## config.mk

```make
export PLATFORM = sky130hd
export DESIGN_NAME = synth_phase_sync_adjust
export DESIGN_NICKNAME = d
export VERILOG_FILES = /design/src/hdl/synth_sync_pkg.sv /design/src/hdl/sync_reclock.sv /design/src/hdl/synth_phase_sync_adjust.sv
export VERILOG_INCLUDE_DIRS = /design/src /design/src/hdl
export SDC_FILE = /design/constraint.sdc
export NUM_CORES = 1
export LEC_CHECK = 0
export ABC_CLOCK_PERIOD_IN_PS = 5000
export BUFFER_PORTS_ARGS = -buffer_cell sky130_fd_sc_hd__buf_4
export CAP_MARGIN = 20
export CORE_ASPECT_RATIO = 0.6
export CORE_MARGIN = 10
export CORE_UTILIZATION = 55
export DETAILED_ROUTE_END_ITERATION = 12
export PLACE_DENSITY = 0.73
export SYNTH_ARGS = -nofsm -noshare
export SYNTH_HDL_FRONTEND = slang
export SYNTH_HIERARCHICAL = 1
export SYNTH_SLANG_ARGS = --single-unit
```

## constraint.sdc

```tcl
create_clock -name hclk -period 5 [get_ports hclk]
set_input_delay 0.25 -clock hclk [delete_from_list [all_inputs] [get_ports hclk]]
set_output_delay 0.25 -clock hclk [all_outputs]
set_load 0.005 [all_outputs]
```

## src/hdl/synth_sync_map.svh

```systemverilog
// offsets, field positions, reset values and constants of the sync and phase control block
`ifndef SYNTH_SYNC_MAP_SVH
`define SYNTH_SYNC_MAP_SVH
`define REG_CTRL        8'h00
`define REG_CFG         8'h04
`define REG_DEN         8'h08
`define REG_NUM         8'h0C
`define REG_SEED        8'h10
`define REG_STATUS      8'h14
`define REG_PHASE       8'h18
`define CTRL_PD_BIT     0
`define CTRL_CAL_BIT    1
`define CTRL_SYNC_BIT   2
`define CTRL_MASK_BIT   3
`define CTRL_MRST_BIT   4
`define CFG_CHANNEL_DIVIDE_VALUE_LSB   0
`define CFG_OUTA_LSB    8
`define CFG_OUTB_LSB    12
`define CFG_ORDER_LSB   16
`define CTRL_RESET      32'h0000_0009
`define CFG_RESET       32'h0000_1100
`define DEN_RESET       32'h0000_0001
`define MUX_CHANNEL_DIVIDE_VALUE       3'h0
`define MUX_VCO         3'h1
`define MUX_SYSREF      3'h2
`define CHANNEL_DIVIDE_VALUE_IDX_2     5'h00
`define CHANNEL_DIVIDE_VALUE_IDX_24    5'h06
`define CHANNEL_DIVIDE_VALUE_IDX_192   5'h0D
`endif

```

## src/hdl/synth_sync_pkg.sv

```systemverilog
// types of the sync and phase control block
package synth_sync_pkg;
  typedef enum logic [1:0] {
    ST_IDLE  = 2'b00,
    ST_ARMED = 2'b01,
    ST_FIRE  = 2'b10
  } sync_state_t;
endpackage : synth_sync_pkg

```

## src/hdl/sync_reclock.sv

```systemverilog
// reclocks a sync request to the next rising edge of the reference input
`timescale 1ns/100ps
`default_nettype none
module sync_reclock (
  input  wire logic hclk,
  input  wire logic hresetn,
  input  wire logic request,
  input  wire logic ref_clk_in,
  output logic      fire
);
  typedef struct packed {
    synth_sync_pkg::sync_state_t st;
    logic                        ref_d;
    logic                        fire;
  } rc_t;
  rc_t r;
  rc_t next_r;
  always_comb begin
    next_r      = r;
    next_r.ref_d = ref_clk_in;
    next_r.fire = 1'b0;
    unique case (r.st)
      synth_sync_pkg::ST_IDLE: begin
        if (request) begin
          next_r.st = synth_sync_pkg::ST_ARMED;
        end
      end
      synth_sync_pkg::ST_ARMED: begin
        if (ref_clk_in && !r.ref_d) begin
          next_r.st   = synth_sync_pkg::ST_FIRE;
          next_r.fire = 1'b1;
        end
      end
      synth_sync_pkg::ST_FIRE: begin
        next_r.st = synth_sync_pkg::ST_IDLE;
      end
      default: next_r.st = synth_sync_pkg::ST_IDLE;
    endcase
  end
  always_ff @(posedge hclk or negedge hresetn) begin
    if (!hresetn) begin
      r <= '0;
    end else begin
      r <= next_r;
    end
  end
  assign fire = r.fire;
  // fire is registered: the edge it answers was seen one and two samples back
  fire_on_edge_a: assert property (@(posedge hclk) disable iff (!hresetn)
    fire |-> $past(r.st) == synth_sync_pkg::ST_ARMED && $past(ref_clk_in) &&
             !$past(ref_clk_in, 2))
    else $error("sync fired away from a reference rising edge");
endmodule : sync_reclock
`default_nettype wire

```

## src/hdl/synth_phase_sync_adjust.sv

```systemverilog
// power-down, phase sync and seed phase adjust control of the synthesizer
//
// Register access over AHB-Lite and the register offsets were left to the implementer.
`timescale 1ns/100ps
`default_nettype none
`include "synth_sync_map.svh"
module synth_phase_sync_adjust (
  input  wire logic        hclk,
  input  wire logic        hresetn,
  input  wire logic        hsel,
  input  wire logic [31:0] haddr,
  input  wire logic [1:0]  htrans,
  input  wire logic        hwrite,
  input  wire logic [2:0]  hsize,
  input  wire logic [31:0] hwdata,
  input  wire logic        hready,
  output logic [31:0]      hrdata,
  output logic             hreadyout,
  output logic             hresp,
  input  wire logic        chip_enable,
  input  wire logic        sync_pin,
  input  wire logic        reference_input,
  output logic             powered_down,
  output logic             vco_cal_start,
  output logic             modulator_reset,
  output logic             channel_divider_power,
  output logic [2:0]       feedback_included_divide
);
  typedef struct packed {
    logic [31:0] ctrl;
    logic [31:0] cfg;
    logic [31:0] den;
    logic [31:0] num;
    logic [31:0] seed;
    logic [31:0] phase_acc;
    logic        wr_pend;
    logic [7:0]  wr_addr;
    logic [31:0] rdata;
    logic        pin_d;
    logic        sync_pend;
    logic        cal_start;
    logic        mrst;
    logic [3:0]  sync_count;
  } state_t;
  state_t r;
  state_t next_r;
  logic   sync_fire;
  logic   sync_req;
  logic   pin_edge;
  logic   sw_sync;
  logic   mrst_req;
  // included divide from selectors and channel divide index
  function automatic logic [2:0] incl_div(input logic [31:0] cfg);
    logic [2:0] a;
    logic [2:0] b;
    logic [4:0] c;
    a = cfg[`CFG_OUTA_LSB +: 3];
    b = cfg[`CFG_OUTB_LSB +: 3];
    c = cfg[`CFG_CHANNEL_DIVIDE_VALUE_LSB +: 5];
    if (a == `MUX_VCO && b == `MUX_VCO) begin
      incl_div = 3'h1;
    end else if (c != `CHANNEL_DIVIDE_VALUE_IDX_24 && c != `CHANNEL_DIVIDE_VALUE_IDX_192 &&
                 (c == 5'h02 || c == 5'h04 || c == 5'h06 || c == 5'h08 ||
                  c == 5'h0A || c == 5'h0B || c == 5'h0D || c == 5'h0F ||
                  c == 5'h11)) begin
      incl_div = 3'h6;
    end else begin
      incl_div = 3'h4;
    end
  endfunction : incl_div
  // ready is always high, so every selected nonseq transfer is taken with no wait state
  wire logic addr_phase = hsel && hready && htrans[1];
  assign pin_edge = sync_pin && !r.pin_d && !r.ctrl[`CTRL_MASK_BIT];
  always_comb begin
    next_r           = r;
    next_r.pin_d     = sync_pin;
    next_r.cal_start = 1'b0;
    next_r.mrst      = 1'b0;
    sw_sync          = 1'b0;
    mrst_req         = 1'b0;
    next_r.wr_pend   = 1'b0;
    if (addr_phase) begin
      next_r.wr_pend = hwrite;
      next_r.wr_addr = haddr[7:0];
      unique case (haddr[7:0])
        `REG_CTRL:   next_r.rdata = r.ctrl;
        `REG_CFG:    next_r.rdata = r.cfg;
        `REG_DEN:    next_r.rdata = r.den;
        `REG_NUM:    next_r.rdata = r.num;
        `REG_SEED:   next_r.rdata = r.seed;
        `REG_STATUS: next_r.rdata = {24'h000000, r.sync_count, 1'b0,
                                     feedback_included_divide};
        `REG_PHASE:  next_r.rdata = r.phase_acc;
        default:     next_r.rdata = 32'h0000_0000;
      endcase
    end
    if (r.wr_pend) begin
      unique case (r.wr_addr)
        `REG_CTRL: begin
          next_r.ctrl = hwdata;
          // software sync: stored bit goes 0 to 1, no second sync on rewrite
          sw_sync = hwdata[`CTRL_SYNC_BIT] && !r.ctrl[`CTRL_SYNC_BIT];
          mrst_req = hwdata[`CTRL_MRST_BIT];
        end
        `REG_CFG:  next_r.cfg = hwdata;
        `REG_DEN:  next_r.den = hwdata;
        `REG_NUM:  next_r.num = hwdata;
        `REG_SEED: begin
          next_r.seed = hwdata;
          // seed only moves phase when modulator order is nonzero
          if (r.cfg[`CFG_ORDER_LSB +: 3] != 3'h0) begin
            next_r.phase_acc = r.phase_acc + hwdata;
          end
        end
        default: ;
      endcase
    end
    // a pin edge takes the same reclock path; sets win over the arming clear
    if (sync_req) begin
      next_r.sync_pend = 1'b0;
    end
    // with calibration disabled the pin is inert, for sync as well as calibration
    if (pin_edge && r.ctrl[`CTRL_SYNC_BIT] && r.ctrl[`CTRL_CAL_BIT]) begin
      next_r.sync_pend = 1'b1;
    end
    if (sw_sync) begin
      next_r.sync_pend = 1'b1;
    end
    if (pin_edge && r.ctrl[`CTRL_CAL_BIT]) begin
      next_r.cal_start = 1'b1;
    end
    // a modulator reset write counts too, so status shows every phase restart
    if (sync_fire || mrst_req) begin
      next_r.phase_acc = 32'h0000_0000;
      next_r.mrst      = 1'b1;
      next_r.sync_count = r.sync_count + 4'h1;
    end
  end
  assign sync_req = r.sync_pend;
  sync_reclock u_reclock (
    .hclk       (hclk),
    .hresetn    (hresetn),
    .request    (sync_req),
    .ref_clk_in (reference_input),
    .fire       (sync_fire)
  );
  always_ff @(posedge hclk or negedge hresetn) begin
    if (!hresetn) begin
      // only the registers with nonzero reset values are named after the clear
      r      <= '0;
      r.ctrl <= `CTRL_RESET;
      r.cfg  <= `CFG_RESET;
      r.den  <= `DEN_RESET;
    end else begin
      r <= next_r;
    end
  end
  assign hrdata    = r.rdata;
  assign hreadyout = 1'b1;
  assign hresp     = 1'b0;
  assign powered_down = !chip_enable || r.ctrl[`CTRL_PD_BIT];
  assign vco_cal_start = r.cal_start;
  assign modulator_reset = r.mrst;
  assign feedback_included_divide = r.ctrl[`CTRL_SYNC_BIT] ? incl_div(r.cfg) : 3'h1;
  assign channel_divider_power = r.cfg[`CFG_OUTA_LSB +: 3] == `MUX_CHANNEL_DIVIDE_VALUE ||
                                 r.cfg[`CFG_OUTB_LSB +: 3] == `MUX_CHANNEL_DIVIDE_VALUE ||
                                 r.cfg[`CFG_OUTB_LSB +: 3] == `MUX_SYSREF;
  wire logic sync_pend_or_fire = r.sync_pend || sync_fire;
  power_either_a: assert property (@(posedge hclk) disable iff (!hresetn)
    (!chip_enable || r.ctrl[`CTRL_PD_BIT]) |-> powered_down)
    else $error("power-down source ignored");
  incl_vco_a: assert property (@(posedge hclk) disable iff (!hresetn)
    (r.ctrl[`CTRL_SYNC_BIT] && r.cfg[10:8] == 3'h1 && r.cfg[14:12] == 3'h1)
    |-> feedback_included_divide == 3'h1)
    else $error("included divide not one with vco outputs");
  incl_excl_a: assert property (@(posedge hclk) disable iff (!hresetn)
    (r.ctrl[`CTRL_SYNC_BIT] && !(r.cfg[10:8] == 3'h1 && r.cfg[14:12] == 3'h1) &&
     (r.cfg[4:0] == `CHANNEL_DIVIDE_VALUE_IDX_24 || r.cfg[4:0] == `CHANNEL_DIVIDE_VALUE_IDX_192))
    |-> feedback_included_divide == 3'h4)
    else $error("included divide not four for excluded channel divides");
  sw_sync_a: assert property (@(posedge hclk) disable iff (!hresetn)
    sw_sync |=> sync_pend_or_fire)
    else $error("software sync lost");
  no_resync_a: assert property (@(posedge hclk) disable iff (!hresetn)
    (r.wr_pend && r.ctrl[`CTRL_SYNC_BIT] && !pin_edge) |-> !sw_sync)
    else $error("rewrite of set sync bit made an event");
  cal_gate_a: assert property (@(posedge hclk) disable iff (!hresetn)
    vco_cal_start |-> $past(r.ctrl[`CTRL_CAL_BIT]) && $past(sync_pin) && !$past(r.pin_d))
    else $error("calibration started without enable and edge");
  pin_no_cal_a: assert property (@(posedge hclk) disable iff (!hresetn)
    (pin_edge && !r.ctrl[`CTRL_CAL_BIT] && !sw_sync) |=> !r.sync_pend)
    else $error("sync pin acted with calibration disabled");
  phase_zero_a: assert property (@(posedge hclk) disable iff (!hresetn)
    sync_fire |=> r.phase_acc == 32'h0000_0000)
    else $error("phase not zeroed by sync");
  mrst_zero_a: assert property (@(posedge hclk) disable iff (!hresetn)
    mrst_req |=> r.phase_acc == 32'h0000_0000 && modulator_reset)
    else $error("modulator reset write did not restart phase");
  seed_order_a: assert property (@(posedge hclk) disable iff (!hresetn)
    (r.wr_pend && r.wr_addr == `REG_SEED && r.cfg[18:16] == 3'h0 && !sync_fire && !mrst_req)
    |=> $stable(r.phase_acc))
    else $error("seed moved phase with order zero");
  channel_divide_value_pwr_a: assert property (@(posedge hclk) disable iff (!hresetn)
    (r.cfg[10:8] != 3'h0 && r.cfg[14:12] != 3'h0 && r.cfg[14:12] != 3'h2)
    |-> !channel_divider_power)
    else $error("channel divider powered needlessly");
endmodule : synth_phase_sync_adjust
`default_nettype wire

```

==> results.yml, run 1 <==
sta:
  layout_min_cycle_time_ns: 3.18
  tns_ns: 0
  slew_headroom: 0.401
  fin_crit_sh: 0.635
  timing.fmax_mhz: 315
  skew_ns: 0.0132
  hold_viol_final: 0
  setup_viol: 0
  grt_setup_unrepaired: "no"
  worstMarginPinSlew_ns: 0.891
  maxSlewViolCount: 0
clocking:
  cts.clk_slew.worst_paths_ns: 0.07
  cts_tree: "yes"
  ctsHtreeMaxLevel: 1
  cts_root_buf: "clkbuf_16"
  clock_path_buffers: 3
  cts-buffers-inserted: 23
  ctsResizeCount: 0
  clk-insertion-delay-late_ns: 0.52
  cts.sinks: 245
worst_setup_path:
  reg2reg_depth: 9
  worst-path-max-fanout: 33
  r2r_start: "r[41]"
  slowest_stage: "nor3_2"
  crit_type: "reg2reg"
  slowest_delay_ns: 0.71
  cp-start-kind: "flop"
  crit_buf_inv: 1
  crit_arrival_ns: 3.60
  cpLargestDelayFamily: "simple AND/OR/NAND/NOR gates"
  worst-path-stages: 9
  cp_cell_sequence: "nor4_1 -> nand3b_1 -> or4b_1 -> buf_4 -> nor3_2 -> nand3_1 -> a21oi_1 -> o31ai_1 -> o41ai_1"
  crit_start: "r[41]"
  critical_path_required_ns: 5.42
  critPathCaptureType: "flop"
finish:
  num_antenna_cells: 0
  fin_util: 0.635
  syn_to_final_growth_pct: 13.3
  final_area_um2: 14100
  final_cells: 1493
  drive_gt1_frac: 0.289
  num-nets-final: 1278
  layout_commonest_cell: "dfrtp_1"
  layout.cells.most_common_list: "dfrtp_1 (240), mux2_2 (168), nand2_1 (111), buf_4 (110), o21ai_0 (77)"
drt:
  drt_pass1_iterations: 5
  detail-route-antenna-nets: 0
  avgViaCountPerCell: 6.11
  drc: 0
  wl_per_cell_um: 21.9
  vias: 9124
  drtIter0Drc: 778
  totalWireLength_um: 32700
floorplanning:
  io_pins: 118
  coreArea_um2: 22100
  die_h_um: 136
  dieArea_um2: 29200
  die_x_um: 214
  initial_utilization: 0.561
  num_rows: 42
power:
  ir_worst_vdd_uv: 266
  cellInternalPower_mw: 3.47
  power_density_nw_per_um2: 347
  pwr-share-comb: 0.172
  clock_power_share: 0.362
  total_power_mw: 4.88
  leakagePower_nw: 6.43
  power.switching_mw: 1.40
  seq_power_share: 0.465
  switching_share: 0.288
placed_design:
  gp_congestion: 0.938
  dp.cells: 1439
  placed_area_um2: 13200
  place_hpwl_um: 22000
  io_buffer_count: 87
logic_synthesis:
  ys.flop_type: "dfrtp_1"
  synth_top_area_share: 0.484
  netlist_instances: 1119
  syn_nets: 1229
  synth_area_leaders: "dfrtp_1 (48%), mux2_2 (15%), nand2_1 (3.4%)"
  syn_area_per_cell_um2: 11.1
  synth_edf_count: 0
  synth-seq-cells: 245
  synth_top_area_cell: "dfrtp_1"
  seq_area_frac_synth: 0.495
  ys_async_sr_fraction: 1.00
  yosys_warnings: 6
  netlist_area_um2: 12400
  synth_cell_type_count: 63
hold_path:
  hold_start: "hwdata[26]"
  hold_class: "in2reg"
  hold_depth: 2
global_routing:
  grt_pass1_vias: 8799
  grt.overflow.total: 0
  grt_pass1_wl_um: 51800
  grt_max_degree: 118
  grtUsageTotal: 0.224
  antenna_found_initial: 0
status:
  outcome: "finished, final reports clean"
flow_run:
  cap_violations: 0
## cells in the mapped netlist, drive strengths merged, types with 16 or more instances
cell and n:
a22oi 37, mux2 168, xor2 16, o21ai 77, a21o 18, dfrtp 240
o221ai 26, nand2 111, ha 32, buf 44, nand3 17, a21oi 61
nor2 43, mux2i 30, clkbuf 54
## per-layer routing
layer	part of all wire	vias up	track usage
met3	0.083	37	0.0441
met2	0.41	330	0.315
li1	-	4160	-
met5	0	-	0
met4	0.013	0	0.0384
met1	0.49	4597	0.349
## sequential cells by signal, summed over array words and instances (netlist names)
signal	count
u_reclock/r	3
u_reclock/fire	1
hrdata	32
vco_cal_start	1
modulator_reset	1
sync_req	1
r	206
## cells by family after synthesis
kind of cell / count (synthesis) / synth area share
adders and majority gates: 33 / 0.0339
xor gates and xnor gates: 29 / 0.0205
muxes: 199 / 0.179
AOI/OAI and AO/OA: 275 / 0.143
buffers and inverters: 110 / 0.0441
other: 2 / 0.000605
and+or+nand+nor: 226 / 0.0848
DFF: 245 / 0.495
## worst paths after layout
path,slack (ns),to
max reg2reg,1.82,r[80]
min reg2reg,0.43,vco_cal_start
min in group asynchronous,0.40,hrdata[6]
min,0.02,r[235]
max in group asynchronous,3.38,r[144]
max,1.82,r[80]
## power by group through the flow
stage / clock [mW] / combinational, mW / sequential [mW]
3_3_place_gp: 0 / 0.803 / 2.29
6_report: 1.77 / 0.841 / 2.27
5_1_grt: 1.88 / 0.933 / 2.28
2_1_floorplan: 0 / 0.576 / 2.25
3_5_place_dp: 0 / 0.819 / 2.30
4_1_cts: 1.80 / 0.832 / 2.26
## metrics by stage
step / worst slack (ns) / hold slack [ns]
2_1_floorplan: 2.47 / -0.0456
3_3_place_gp: 1.93 / 0.374
3_5_place_dp: 1.95 / 0.373
4_1_cts: 1.91 / 0.00292
5_1_grt: 1.65 / 0.00223
6_report: 1.82 / 0.0175
## worst register-to-register path, delay by kind of cell, from the launching register on
family	cells	cell delay, ns
flip-flops	1	0.39
AND/OR/NAND/NOR	5	2.06
AO/OA/AOI/OAI	3	0.29
buffers and inverters	1	0.33
## final cells by class
class	instances	area (um^2)
multi-input cells	764	5770
clock inverters	16	153
inverters	12	45.0
clock buffers	26	597
fillers	1764	8070
repair buffers	122	968
flip-flops and latches	245	6140
well taps	308	385
## timing repair
| item | 4_1_cts | 5_1_grt |
|---|---|---|
| setup endpoints to repair | 0 | 0 |
| hold buffers | 10 | 0 |
| setup buffers | 0 | 0 |
| hold endpoints to repair | 122 | 0 |
Power figures use the tool's default switching activity.
==> run 2: changes to the inputs <==
ABC_CLOCK_PERIOD_IN_PS = 3100   (was 5000)
clock period = 3.1 ns   (was 5 ns; I/O delays follow)
==> run 2 against run 1 <==
Against the previous run: clock skew is 0.0011 ns lower; global-route usage rose by 0.32 points; largest power group unchanged; die area unchanged; count of clock-buffer cells in the layout up 3; worst setup slack lost 1.5 ns; fmax is 15% higher; wire length up 0.52%.
==> results.yml, run 2 (synthesis gave the netlist of run 1 again) <==
status:
  outcome: "finished, final reports clean"
floorplanning:
  dieArea_um2: 29200
  die_h_um: 136
  io_pins: 118
  num_rows: 42
  coreArea_um2: 22100
  die_x_um: 214
  initial_utilization: 0.561
worst_setup_path:
  critPathCaptureType: "flop"
  cp-start-kind: "flop"
  crit_type: "reg2reg"
  worst-path-max-fanout: 4
  critical_path_required_ns: 3.50
  crit_arrival_ns: 3.17
clocking:
  cts_tree: "yes"
  cts_root_buf: "clkbuf_16"
  post_cts_buffers: 0
  cts.sinks: 245
  clock_path_buffers: 3
  cts.clk_slew.worst_paths_ns: 0.07
  clk-insertion-delay-late_ns: 0.52
  cts-buffers-inserted: 23
  ctsHtreeMaxLevel: 1
power:
  clock_power_share: 0.383
  seq_power_share: 0.446
  leakagePower_nw: 6.64
  switching_share: 0.274
  power.switching_mw: 2.25
  power_density_nw_per_um2: 565
  cellInternalPower_mw: 5.95
  ir_worst_vdd_uv: 385
  pwr-share-comb: 0.172
sta:
  maxSlewViolCount: 0
  worstMarginPinSlew_ns: 0.959
  layout_min_cycle_time_ns: 2.76
  timing.fmax_mhz: 362
  holdWs_ns: 0.0535
  tns_ns: 0
  skew_ns: 0.0122
  grt_setup_unrepaired: "no"
  setup_viol: 0
  slew_headroom: 0.344
  hold_viol_final: 0
  fin_crit_sh: 0.892
placed_design:
  io_buffer_count: 87
  gp_congestion: 0.969
  place_hpwl_um: 22700
finish:
  fill_cells: 1712
  regMostFlops: "r"
  drive_gt1_frac: 0.285
  layout_commonest_cell: "dfrtp_1"
  layout.cells.most_common_list: "dfrtp_1 (240), mux2_2 (168), buf_4 (115), nand2_1 (111), o21ai_0 (76)"
  largest_reg_flops: 206
  num-nets-final: 1316
  num_antenna_cells: 0
  syn_to_final_growth_pct: 17.1
drt:
  drt_pass1_iterations: 5
  drtIter0Drc: 690
  wl_per_cell_um: 21.5
  detail-route-antenna-nets: 0
  vias: 9298
  drc: 0
  avgViaCountPerCell: 6.07
  totalWireLength_um: 32900
global_routing:
  grtUsageTotal: 0.227
  grt_max_degree: 95
  grt_pass1_vias: 9223
  antenna_found_initial: 1
  grt_pass1_wl_um: 52600
  grt.overflow.total: 0
flow_run:
  cap_violations: 0
hold_path:
  hold_class: "in2reg"
## run 2: cell count changes in the layout (fill, tap and decap cells not counted)
cell,previous run,this run
dlygate4sd3_1,10,41
clkbuf_8,1,4
clkinv_4,3,0
o21ai_0,77,76
clkinv_2,7,5
buf_12,0,3
bufinv_16,2,5
buf_16,1,0
clkinvlp_4,3,2
buf_4,110,115
o21ai_1,0,1
## run 2: metrics by stage
stage / std cells / util / power, mW / instance area, um^2 / setup WS (ns)
floorplan: 1119 / - / 4.56 / 12400 / 0.565
global placement: 1448 / 0.600 / 5.00 / 13300 / 0.352
detailed placement: 1448 / 0.600 / 5.05 / 13300 / 0.287
CTS: 1531 / 0.656 / 8.24 / 14500 / 0.248
global route: 1531 / 0.656 / 8.56 / 14500 / 0.129
finish: 1531 / 0.656 / 8.20 / 14500 / 0.335
## run 2: critical path, stage by stage (launching register included)
cell      delay (ns)
dfrtp_1         0.41
ha_1            0.25
fa_1            0.43
a21oi_1         0.20
o21ai_0         0.14
a21oi_1         0.23
o21a_1          0.22
o21ai_1         0.20
a211oi_1        0.30
xor2_1          0.17
o21ai_0         0.09
## run 2: final cells by class
cell class,instances,area [um^2],area share
Clock inverter,13,199,0.0137
Sequential cell,245,6140,0.423
Clock buffer,29,638,0.0439
Tap cell,308,385,0.0265
Inverter,12,45.0,0.00310
Multi-Input combinational cell,764,5770,0.397
Timing Repair Buffer,160,1350,0.0929
## run 2: metal layers
layer	vias to the layer above	GRT usage	wire length [um]
met2	337	0.331	13800
met4	2	0.0333	396
li1	4234	-	-
met5	-	0	13
met3	37	0.0439	2760
met1	4688	0.348	16000
## run 2: path summary, 6_finish.rpt
check | start | end | slack, ns | cells past startpoint
min in group asynchronous | hresetn | u_reclock/r[2] | 0.26 | 2
max in group asynchronous | hresetn | r[189] | 1.99 | 3
worst min register to register | r[7] | vco_cal_start | 0.44 | 1
worst min-delay path | haddr[4] | r[44] | 0.05 | 2
worst max register to register | r[49] | r[77] | 0.34 | 10
worst max-delay path | r[49] | r[77] | 0.34 | 10
## run 2: power by group through the flow
stage / registers [mW] / logic (mW) / clock network [mW]
6_report: 3.65 / 1.41 / 3.14
5_1_grt: 3.68 / 1.57 / 3.31
4_1_cts: 3.64 / 1.40 / 3.20
3_5_place_dp: 3.70 / 1.35 / 0
3_3_place_gp: 3.69 / 1.31 / 0
2_1_floorplan: 3.63 / 0.930 / 0
## run 2: what timing repair did
action                     4_1_cts  5_1_grt
setup endpoints to repair        0        1
hold buffers                    41        0
hold endpoints to repair       261        0
resized for setup                0        1
